$ cat config.mk
export PLATFORM = sky130hd
export DESIGN_NAME = debug_command_executor
export DESIGN_NICKNAME = d
export VERILOG_FILES = /design/src/rtl/debug_exec_pkg.sv /design/src/rtl/debug_command_executor.sv
export VERILOG_INCLUDE_DIRS = /design/src /design/src/rtl
export SDC_FILE = /design/constraint.sdc
export NUM_CORES = 1
export LEC_CHECK = 0
export BUFFER_PORTS_ARGS = -buffer_cell sky130_fd_sc_hd__buf_4
export CAP_MARGIN = 30
export CORE_AREA = 4 4 116 118
export DETAILED_ROUTE_END_ITERATION = 8
export DIE_AREA = 0 0 120 122
export PLACE_DENSITY = 0.9
export SLEW_MARGIN = 25
export SYNTH_ARGS = -nofsm -noshare
export SYNTH_HDL_FRONTEND = slang
export SYNTH_SLANG_ARGS = --single-unit
$ cat constraint.sdc
create_clock -name clock -period 2.7 [get_ports clock]
set_input_delay 0.405 -clock clock [delete_from_list [all_inputs] [get_ports clock]]
set_output_delay 0.405 -clock clock [all_outputs]
set_load 0.005 [all_outputs]
$ cat src/rtl/debug_exec_defines.svh
`ifndef DEBUG_EXEC_DEFINES_SVH
`define DEBUG_EXEC_DEFINES_SVH

// Command codes
`define CMD_ENTER_DEBUG 8'h90
`define CMD_RD_IN_BYTE 8'hE4
`define CMD_RD_IN_WORD 8'hEC
`define CMD_RD_OUT_BYTE 8'hE0
`define CMD_RD_OUT_WORD 8'hE8
`define CMD_WR_IN_BYTE 8'hC4
`define CMD_WR_IN_WORD 8'hCC
`define CMD_WR_OUT_BYTE 8'hC0
`define CMD_WR_OUT_WORD 8'hC8
`define CMD_RD_NEXT 8'h62
`define CMD_RD_PC 8'h63
`define CMD_RD_SP 8'h67
`define CMD_WR_NEXT 8'h42
`define CMD_WR_PC 8'h43
`define CMD_WR_SP 8'h47
`define CMD_GO 8'h08
`define CMD_STEP 8'h10
`define CMD_TAG_GO 8'h18

// Debug map
`define STATUS_ADDR 16'hFF01
`define DBG_REG_LO 16'hFF00
`define DBG_REG_HI 16'hFF06
`define DBG_ROM_LO 16'hFF20
`define PERMIT_BIT 7
`define ACTIVE_BIT 6
`define TAG_BIT 5
`define STATUS_RESET 8'h00

// Timing
`define FREE_WAIT_CLOCKS 128
`define BIT_CLOCKS 16
`define BIT_SAMPLE_CLOCKS 10
`define TIMEOUT_CLOCKS 512
`define DRIVE_LOW_CLOCKS 13
`define SPEEDUP_CLOCK 7
`define FREE_WAIT_NS 2560
`define CLOCK_PERIOD_NS 20

`endif

$ cat src/rtl/debug_exec_pkg.sv
package debug_exec_pkg;

    typedef enum logic [2:0]
    {
        ST_CMD = 3'b000,
        ST_ADDR = 3'b001,
        ST_DATA = 3'b010,
        ST_MEM = 3'b011,
        ST_CPU = 3'b100,
        ST_SEND = 3'b101
    } phase_type;

    typedef struct packed
    {
        logic req;
        logic write;
        logic map_in;
        logic [15:0] addr;
        logic [15:0] wdata;
        logic [1:0] strobe;
    } mem_req_type;

    typedef struct packed
    {
        logic req;
        logic write;
        logic [2:0] reg_sel;
        logic [15:0] wdata;
    } cpu_req_type;

endpackage

$ cat src/rtl/debug_command_executor.sv
`timescale 1ns/1ps
`include "debug_exec_defines.svh"
module debug_command_executor
    import debug_exec_pkg::*;
#(
    parameter int FREE_WAIT = `FREE_WAIT_CLOCKS
)
(
    input wire logic clock,
    input wire logic rst_n,
    input wire logic debug_serial_pin_in,
    output logic debug_serial_pin_out,
    output logic debug_serial_pin_oe,
    input wire logic bus_free,
    output mem_req_type mem_req,
    output logic cpu_freeze,
    input wire logic [15:0] mem_rdata,
    output cpu_req_type cpu_req,
    input wire logic cpu_done,
    input wire logic [15:0] cpu_rdata,
    input wire logic cpu_halt_instruction,
    input wire logic step_done,
    output logic debug_mode,
    output logic tagging_enabled,
    output logic cpu_resume,
    output logic [7:0] command_reg
)
;
    // Steal after whichever limit runs out first: clock count or time budget
    localparam int FREE_WAIT_NS_COUNT = (`FREE_WAIT_NS + `CLOCK_PERIOD_NS - 1) / `CLOCK_PERIOD_NS;
    localparam int WAIT_LIMIT = (FREE_WAIT < FREE_WAIT_NS_COUNT) ? FREE_WAIT : FREE_WAIT_NS_COUNT;

    typedef struct packed
    {
        logic sync1;
        logic sync2;
        logic pin_prev;
        phase_type phase;
        logic in_bit;
        logic [4:0] bit_left;
        logic [4:0] bit_clk;
        logic [9:0] idle_cnt;
        logic [7:0] cmd;
        logic [15:0] addr;
        logic [15:0] shift;
        logic [7:0] wait_cnt;
        logic permit;
        logic active;
        logic tagging;
        logic stepping;
        logic drive_low;
        logic drive_high;
        logic send_bit;
        logic resume;
        logic freeze;
        mem_req_type mem;
        cpu_req_type cpu;
    } state_type;

    state_type state_reg;
    state_type state_next;

    // Decode per command: needs address, firmware class, read
    function automatic logic needs_addr(input logic [7:0] c);
        needs_addr = c[7] && (c[6] || c[5:4] == 2'b00) && c != `CMD_ENTER_DEBUG;
    endfunction

    function automatic logic is_firmware(input logic [7:0] c);
        is_firmware = !c[7];
    endfunction

    function automatic logic is_read(input logic [7:0] c);
        is_read = c[5];
    endfunction

    // Phases in which the wire carries a field and bit timing runs
    function automatic logic in_frame(input phase_type p);
        in_frame = p == ST_CMD || p == ST_ADDR || p == ST_DATA || p == ST_SEND;
    endfunction

    // Operand-free codes that hand the CPU back to the user program
    function automatic logic is_resume(input logic [7:0] c);
        is_resume = c == `CMD_GO || c == `CMD_STEP || c == `CMD_TAG_GO;
    endfunction

    // Status byte image: permit, active, tagging, the rest read as zero
    function automatic logic [15:0] status_word(input logic p, input logic a, input logic t);
        status_word = {8'h00, p, a, t, 5'b00000};
    endfunction

    // Byte lanes: word uses both, odd address low lane, even high
    function automatic logic [1:0] lane_strobe(input logic [7:0] c, input logic [15:0] a);
        lane_strobe = c[3] ? 2'b11 : (a[0] ? 2'b01 : 2'b10);
    endfunction

    logic falling;
    logic status_hit;

    always_comb
    begin
        state_next = state_reg;
        // Two-flop sync, then one more flop for edge detection
        state_next.sync1 = debug_serial_pin_in;
        state_next.sync2 = state_reg.sync1;
        state_next.pin_prev = state_reg.sync2;
        // Strobes are one-cycle pulses unless a branch below raises them
        state_next.resume = 1'b0;
        state_next.mem.req = 1'b0;
        state_next.freeze = 1'b0;
        state_next.cpu.req = 1'b0;
        falling = state_reg.pin_prev && !state_reg.sync2;
        status_hit = 1'b0;

        // Idle timeout clears the command and the frame
        // Counter saturates so a long quiet line never wraps into a match
        if (falling)
            state_next.idle_cnt = '0;
        else if (state_reg.idle_cnt != 10'(`TIMEOUT_CLOCKS))
            state_next.idle_cnt = state_reg.idle_cnt + 10'd1;
        if (state_reg.idle_cnt == 10'(`TIMEOUT_CLOCKS - 1) && !falling
            && in_frame(state_reg.phase))
        begin
            state_next.cmd = 8'h00;
            state_next.phase = ST_CMD;
            state_next.bit_left = 5'd8;
            state_next.in_bit = 1'b0;
            state_next.drive_low = 1'b0;
            state_next.drive_high = 1'b0;
        end

        // Bit timing: each bit starts on a host falling edge
        // Edges inside a bit are ignored: our own low drive echoes back
        else if (falling && !state_reg.in_bit && in_frame(state_reg.phase))
        begin
            state_next.in_bit = 1'b1;
            state_next.bit_clk = 5'd0;
            state_next.send_bit = state_reg.shift[15];
        end
        else if (state_reg.in_bit)
        begin
            state_next.bit_clk = state_reg.bit_clk + 5'd1;
            if (state_reg.phase == ST_SEND)
            begin
                // Read data leaves from the top of the same shift register
                // Zero is held low; speed-up pulse makes a one rise fast
                state_next.drive_low = !state_reg.send_bit
                    && state_reg.bit_clk < 5'(`DRIVE_LOW_CLOCKS - 1);
                state_next.drive_high = state_reg.send_bit
                    ? state_reg.bit_clk == 5'(`SPEEDUP_CLOCK - 1)
                    : state_reg.bit_clk == 5'(`DRIVE_LOW_CLOCKS - 1);
            end
            if (state_reg.bit_clk == 5'(`BIT_SAMPLE_CLOCKS - 1))
            begin
                // MSB first
                state_next.shift = {state_reg.shift[14:0], state_reg.sync2};
                state_next.bit_left = state_reg.bit_left - 5'd1;
            end
            if (state_reg.bit_clk == 5'(`BIT_CLOCKS - 2))
            begin
                state_next.in_bit = 1'b0;
                state_next.drive_high = 1'b0;
            end
        end

        // Frame sequencing once a field is complete
        // A field is taken only after its last bit has fully ended
        if (state_reg.bit_left == 5'd0 && !state_reg.in_bit)
        begin
            state_next.bit_left = 5'd16;
            case (state_reg.phase)
                ST_CMD:
                begin
                    state_next.cmd = state_reg.shift[7:0];
                    if (state_reg.shift[7:0] == `CMD_ENTER_DEBUG)
                    begin
                        if (state_reg.permit)
                            state_next.active = 1'b1;
                        state_next.bit_left = 5'd8;
                    end
                    else if (needs_addr(state_reg.shift[7:0]))
                        state_next.phase = ST_ADDR;
                    else if (!state_reg.active)
                        state_next.bit_left = 5'd8;
                    else if (is_firmware(state_reg.shift[7:0]) && state_reg.shift[6])
                    begin
                        // Firmware register access, read or write
                        if (is_read(state_reg.shift[7:0]))
                            state_next.phase = ST_CPU;
                        else
                            state_next.phase = ST_DATA;
                    end
                    else
                    begin
                        // Operand-free resume commands
                        state_next.bit_left = 5'd8;
                        // Unknown operand-free codes are dropped here
                        if (is_resume(state_reg.shift[7:0]))
                        begin
                            state_next.active = 1'b0;
                            state_next.resume = 1'b1;
                            state_next.stepping = state_reg.shift[7:0] == `CMD_STEP;
                            state_next.tagging = state_reg.shift[7:0] == `CMD_TAG_GO;
                        end
                    end
                end
                ST_ADDR:
                begin
                    state_next.addr = state_reg.shift;
                    state_next.phase = is_read(state_reg.cmd) ? ST_MEM : ST_DATA;
                end
                ST_DATA:
                    state_next.phase = is_firmware(state_reg.cmd) ? ST_CPU : ST_MEM;
                default:
                    state_next.phase = ST_CMD;
            endcase
            if (state_next.phase == ST_MEM || state_next.phase == ST_CPU
                || state_next.phase == ST_CMD)
                state_next.bit_left = state_next.phase == ST_CMD ? 5'd8 : 5'd16;
            state_next.wait_cnt = 8'd0;
        end

        // Hardware memory access: free cycle or steal
        if (state_reg.phase == ST_MEM && state_reg.bit_left != 5'd0)
        begin
            state_next.mem.write = !is_read(state_reg.cmd);
            state_next.mem.map_in = state_reg.cmd[2] && state_reg.active;
            state_next.mem.addr = state_reg.addr;
            // Byte lanes: even address high byte, odd low byte
            state_next.mem.strobe = lane_strobe(state_reg.cmd, state_reg.addr);
            state_next.mem.wdata = state_reg.shift;
            status_hit = state_reg.cmd[2] && state_reg.addr == `STATUS_ADDR;
            if (bus_free || state_reg.wait_cnt == 8'(WAIT_LIMIT))
            begin
                state_next.freeze = !bus_free;
                if (status_hit)
                begin
                    // Status byte lives here, odd address so low lane
                    // Only the permit bit is writable; the other bits are status
                    if (!is_read(state_reg.cmd))
                        state_next.permit = state_reg.shift[`PERMIT_BIT];
                    state_next.shift = status_word(state_reg.permit, state_reg.active,
                        state_reg.tagging);
                end
                else
                    state_next.mem.req = 1'b1;
                state_next.phase = is_read(state_reg.cmd) ? ST_SEND : ST_CMD;
                state_next.bit_left = is_read(state_reg.cmd) ? 5'd16 : 5'd8;
            end
            else
                state_next.wait_cnt = state_reg.wait_cnt + 8'd1;
        end

        // Read data is taken in the cycle of the request pulse itself, full word
        // Memory must present its data in the same cycle as the pulse
        if (state_reg.mem.req && !state_reg.mem.write)
            state_next.shift = mem_rdata;

        // Firmware register access through the CPU
        if (state_reg.phase == ST_CPU)
        begin
            state_next.cpu.write = !is_read(state_reg.cmd);
            state_next.cpu.reg_sel = state_reg.cmd[2:0];
            state_next.cpu.wdata = state_reg.shift;
            // Request stays up until the CPU side answers
            state_next.cpu.req = !cpu_done;
            if (cpu_done)
            begin
                if (is_read(state_reg.cmd))
                    state_next.shift = cpu_rdata;
                state_next.phase = is_read(state_reg.cmd) ? ST_SEND : ST_CMD;
                state_next.bit_left = is_read(state_reg.cmd) ? 5'd16 : 5'd8;
            end
        end

        // Halt instruction or end of step re-enters debug mode when permitted
        // Without permit a halt is ignored and the user program runs on
        if ((cpu_halt_instruction || (step_done && state_reg.stepping)) && state_reg.permit)
        begin
            state_next.active = 1'b1;
            state_next.stepping = 1'b0;
            state_next.tagging = 1'b0;
        end
    end

    // Single state register
    always_ff @(posedge clock or negedge rst_n)
    begin
        if (!rst_n)
        begin
            state_reg <= '0;
            // Sync chain starts at the idle level, so no false edge follows
            state_reg.sync1 <= 1'b1;
            state_reg.sync2 <= 1'b1;
            state_reg.pin_prev <= 1'b1;
            state_reg.phase <= ST_CMD;
            state_reg.bit_left <= 5'd8;
        end
        else
            state_reg <= state_next;
    end

    // Open-drain style drive, enable high while driving
    // Pin level is high only during the speed-up pulse of a one and the pulse that ends a zero's low drive
    assign debug_serial_pin_oe = state_reg.drive_low || state_reg.drive_high;
    assign debug_serial_pin_out = state_reg.drive_high;
    assign mem_req = state_reg.mem;
    assign cpu_freeze = state_reg.freeze;
    assign cpu_req = state_reg.cpu;
    assign debug_mode = state_reg.active;
    assign tagging_enabled = state_reg.tagging;
    assign cpu_resume = state_reg.resume;
    assign command_reg = state_reg.cmd;
endmodule

* Word level (Yosys, flattened, before mapping)
Index checks and enable logic that the tools add are counted.
** Storage, ports and cells
- Register bits :: 142
- Latch bits :: 0
- RAM bits :: 0
- Memory bits (read-only) :: 0
- Input bits :: 39
- Output and inout port bits :: 72
- Logic and storage cells :: 209
- Memories kept :: 0
** Cells by class
- $add $sub $neg :: 4
- Multiply operators :: 0
- Divide/modulo/power cells :: 0
- Order comparisons :: 1
- Equal/unequal tests :: 26
- Shift operators :: 0
- Mux-type cells :: 87
- Bitwise logic cells :: 2
- Reduce and logical (&&, ||, !) cells :: 58
** Operators with widths (count)
- 16-bit two-way mux :: 11
- 5-bit two-way mux :: 16
- 3-bit two-way mux :: 21
- 38-bit two-way mux :: 1
- 8-bit two-way mux :: 4
- 25-bit two-way mux :: 1
- 24-bit two-way mux :: 1
- 21-bit two-way mux :: 1
- 10-bit two-way mux :: 2
- 1-bit two-way mux :: 18
- 16-bit == test (second input constant) :: 1
- 8-bit by 5-bit == test with 1-bit output (second input constant) :: 2
- 8-bit == test (second input constant) :: 2
- 1-bit logical AND :: 16
- 2-bit two-way mux :: 8
- 2-bit nonzero test :: 8
- 5-bit by 4-bit == test with 1-bit output (second input constant) :: 3
- 1-bit logical OR :: 11
- 11-bit two-way mux :: 1
- 10-bit by 1-bit adder with 10-bit output (second input constant) :: 1
- 10-bit by 9-bit == test with 1-bit output (second input constant) :: 1
- 10-bit inequality test (second input constant) :: 1
- 3-bit by 2-bit == test with 1-bit output (second input constant) :: 3
- 3-bit == test (second input constant) :: 3
- 24 further kinds :: 41

* Logic depth before layout (Yosys ltp)
- Depth after elaboration :: 21
- Depth in mapped cells :: 8

* Worst setup path before layout
Ideal clock, no wire load.
- Path kind :: register -> register
- Start :: register state_reg[130] (netlist bit)
- End :: register state_reg[104] (netlist bit)
- Setup time :: 127 ps
- Data arrival time :: 2278 ps
- Required time :: 2573 ps
- Setup slack :: 295 ps
- Cell stages (with the launch flop) :: 8
- Buffers on the path :: 1
- Cells stage by stage :: dfrtp_1 inv_1 ha_1 nor4b_1 nor3b_2 nand3b_1 clkbuf_1 mux2_1
** On the way
- Longest elaborated chain between the ends :: 3
** Ends and longest elaborated chain
- start: declaration :: line debug_command_executor.sv:60 : state_type state_reg;
- start signal: assignment :: line debug_command_executor.sv:299 : state_reg <= state_next;
- 5-bit zero test :: line debug_command_executor.sv:167 : if (state_reg.bit_left == 5'd0 && !state_reg.in_bit)
- 1-bit logical AND :: line debug_command_executor.sv:167
- 2-bit AND reduction (no source line)
No other way between the ends.
A chain may end at the register's enable or synchronous reset.

==> reports/summary.txt <==
TritonCTS clock tree = done
synthesized instance count = 736
Compound-Gate Fraction of Synth Area = 8.22%
Post-synth EDFFs = 0
Final Cell Area = 8140 um^2
clk_skew = 8.23 ps
Top cell by count, worst path = or4_1
Final ANT Viol Nets = 0
post-synth top area cell = dfrtp_1
Slew @ Worst Pin = 810 ps
CP endpoint kind = register
area of the multi-input gates = 2730 um^2
peak supply drop = 0.493 mV
Max FO, Critical Path = 13
Synth area leaders = dfrtp_1, nand2_1, buf_4
vias in the first global route = 5469
outcome = complete, no violations
clk root buf = clkbuf_16
CP Data Required Time = 2990 ps
first-pass GRT wire length = 28.5 mm
fin. max-slew vios = 0
Max H-tree Level = 4
Mapped Nets = 784
#FFs+latches synth = 142
LEAKAGE = 4.11 nW
post-DP HPWL = 11.8 mm
most common cell in the synthesized netlist = nand2_1
# setup viols final = 0
Vias per Instance = 5.74
postcts setup bufs = 0
simple-gate share of the synthesized area = 21.2%
CTS Sinks = 142
Total Wirelength = 17.6 mm
Critical Path, Cell by Cell = or4_1 -> or4_1 -> or4_4 -> nand3_1 -> buf_4 -> o22ai_1
Max stage delay on crit path = 560 ps
Synth Warn # = 0
Starting DRT DRC Count = 650
Hold WC Path Type = in2async
Core ar. = 12500 um^2
GRT Overall Usage = 24.8%
via count = 5575
final cell count without fillers = 972
register area = 3560 um^2
die area = 14600 um^2
cts repair resizes = 0
Clock Pin Slew Worst Setup and Hold Paths = 60 ps
Worst-Skew Late Latency = 430 ps
share of layout cells above drive strength 1 = 24.0%
synth cell count leaders = nand2_1, dfrtp_1, buf_4, nor2_1, a21oi_1
crit path launch type = register
Die H = 122 um
Fin Setup TNS = 0 ps
Max Fclk = 397 MHz
RSZ-0062 raised after global routing = false
Mapped Area = 6950 um^2
area added between synthesis and finish = 17.1%
Adder-Cell Fraction of Synth Area = 1.62%
Setup CP Type = reg2reg
multiplexer share of the synthesized area = 6.53%
Port Buffers = 110
Max Root-Sink Buffers = 2
Final Critical Period = 2520 ps
FFs w/ async S/R, synth = 100%
antenna fix cells = 0
GP Congestion = 0.910
top-area cell type share of the netlist area = 49.7%
max reg flops = 69
Max-cap violations = 0
ys flop type = dfrtp_1
worst hold slack = 18.3 ps
largest net degree at the start of global routing = 88
PD cells = 1100 nW/um^2
Initial Utilization = 55.8%
Final Cycle Share = 93.4%
Syn Area/Cell = 9.45 um^2
DRC = 0
io pins = 111
placed cells = 940
DP Area = 7550 um^2
slowest stage cell, crit path = or4_1
initial antenna violation count = 0
Worst EP arrival = 2810 ps
Die X = 120 um
post-synthesis sequential area ratio = 51.2%
# nets final = 835
Post-Synth XOR/XNOR Area = 1.51%
Overflow after GRT = 0
DRT Pass-1 Iters = 6
relative slew slack = 46.0%
Cell variety after synth = 53
hold bufs inserted after CTS = 0
CTS Buf Count = 17
Final Hold Vio Count = 0
post-DR wirelength/cell = 18.1 um
largest family of logic cells by synthesized area = simple AND/OR/NAND/NOR gates
FILL cells = 923
row count = 41
layout by cell type (no fill, tap or decap), types with 4 or more instances in the layout:
| master | netlist | layout |
|---|---|---|
| nor4_1 | 4 | 4 |
| or3_1 | 8 | 8 |
| a21oi_1 | 28 | 27 |
| a31oi_1 | 6 | 6 |
| nand2_1 | 189 | 189 |
| xor2_1 | 8 | 8 |
| nand2b_1 | 8 | 8 |
| o21ai_0 | 19 | 19 |
| dfrtp_1 | 138 | 138 |
| buf_4 | 67 | 127 |
| and3_1 | 6 | 6 |
| o22ai_1 | 13 | 13 |
| inv_1 | 16 | 16 |
| nor2_1 | 47 | 47 |
| a21o_1 | 4 | 4 |
| ha_1 | 9 | 9 |
| dfstp_2 | 4 | 4 |
| nor3_1 | 7 | 6 |
| mux2_1 | 5 | 5 |
| xnor2_1 | 4 | 4 |
| nor4b_1 | 4 | 4 |
| mux2_2 | 14 | 14 |
| clkinv_2 | 0 | 4 |
| nand3_1 | 21 | 21 |
| mux2i_1 | 24 | 24 |
| nand4_1 | 11 | 11 |
| a22o_1 | 8 | 8 |
| clkbuf_16 | 0 | 17 |
path summary, 6_finish.rpt:
path / start / end / slack (ps) / cells past startpoint
setup / recovery: state_reg[94]$_DFFE_PN0P_ / state_reg[76]$_DFF_PN0_ / 180 / 6
hold / removal: rst_n / state_reg[116]$_DFFE_PN0P_ / 20 / 1
setup reg to reg: state_reg[94]$_DFFE_PN0P_ / state_reg[76]$_DFF_PN0_ / 180 / 6
hold reg to reg: state_next[140]$_DFF_PN1_ / state_next[139]$_DFF_PN1_ / 360 / 0
max in group asynchronous: rst_n / mem_req[24]$_DFFE_PN0P_ / 1950 / 2
min in group clock: debug_serial_pin_in / state_next[140]$_DFF_PN1_ / 90 / 1
area by class of cell:
cell class	instances	area share, %
timing repair buffer	129	12.1
multi-input combinational	481	33.6
sequential	142	43.7
tap	172	2.64
inverter	16	0.738
clock buffer	20	5.61
clock inverter	12	1.64
per-stage QoR:
step | power [W] | setup slack (ps) | util [%]
after CTS | 0.00892 | 217 | 65.3
final | 0.00893 | 179 | 65.3
after global routing | 0.00946 | 73.7 | 65.3
after detailed placement | 0.00653 | 245 | 60.6
after floorplan | 0.00563 | 295 | -
after global placement | 0.00638 | 286 | 60.6
critical path, delay by kind of cell, from the launching register on:
family	cells	cell delay, ps
simple gates	4	1630
buf+inv	1	210
flops	1	400
compound gates	1	140
cell families after synthesis:
kind of cell / count (synthesis)
buffers and inverters: 113
AO/OA/AOI/OAI: 90
flip-flops: 142
XOR/XNOR: 12
AND/OR/NAND/NOR: 327
adder cells (fa/ha/maj): 9
multiplexers: 43
report_power, final:
group	internal, W	switching [W]
Clock	0.00142	0.000909
Sequential	0.00293	0.000939
Combinational	0.00138	0.00136
Total	0.00573	0.00320
metal layers:
| metal | global-route usage [%] | wire length (um) | vias to the layer above |
|---|---|---|---|
| met2 | 38.8 | 8390 | 307 |
| li1 | - | - | 2520 |
| met5 | 0 | 0 | - |
| met3 | 7.29 | 1780 | 52 |
| met4 | 9.66 | 465 | 0 |
| met1 | 32.8 | 6980 | 2696 |
(Power assumes the default switching activity.)
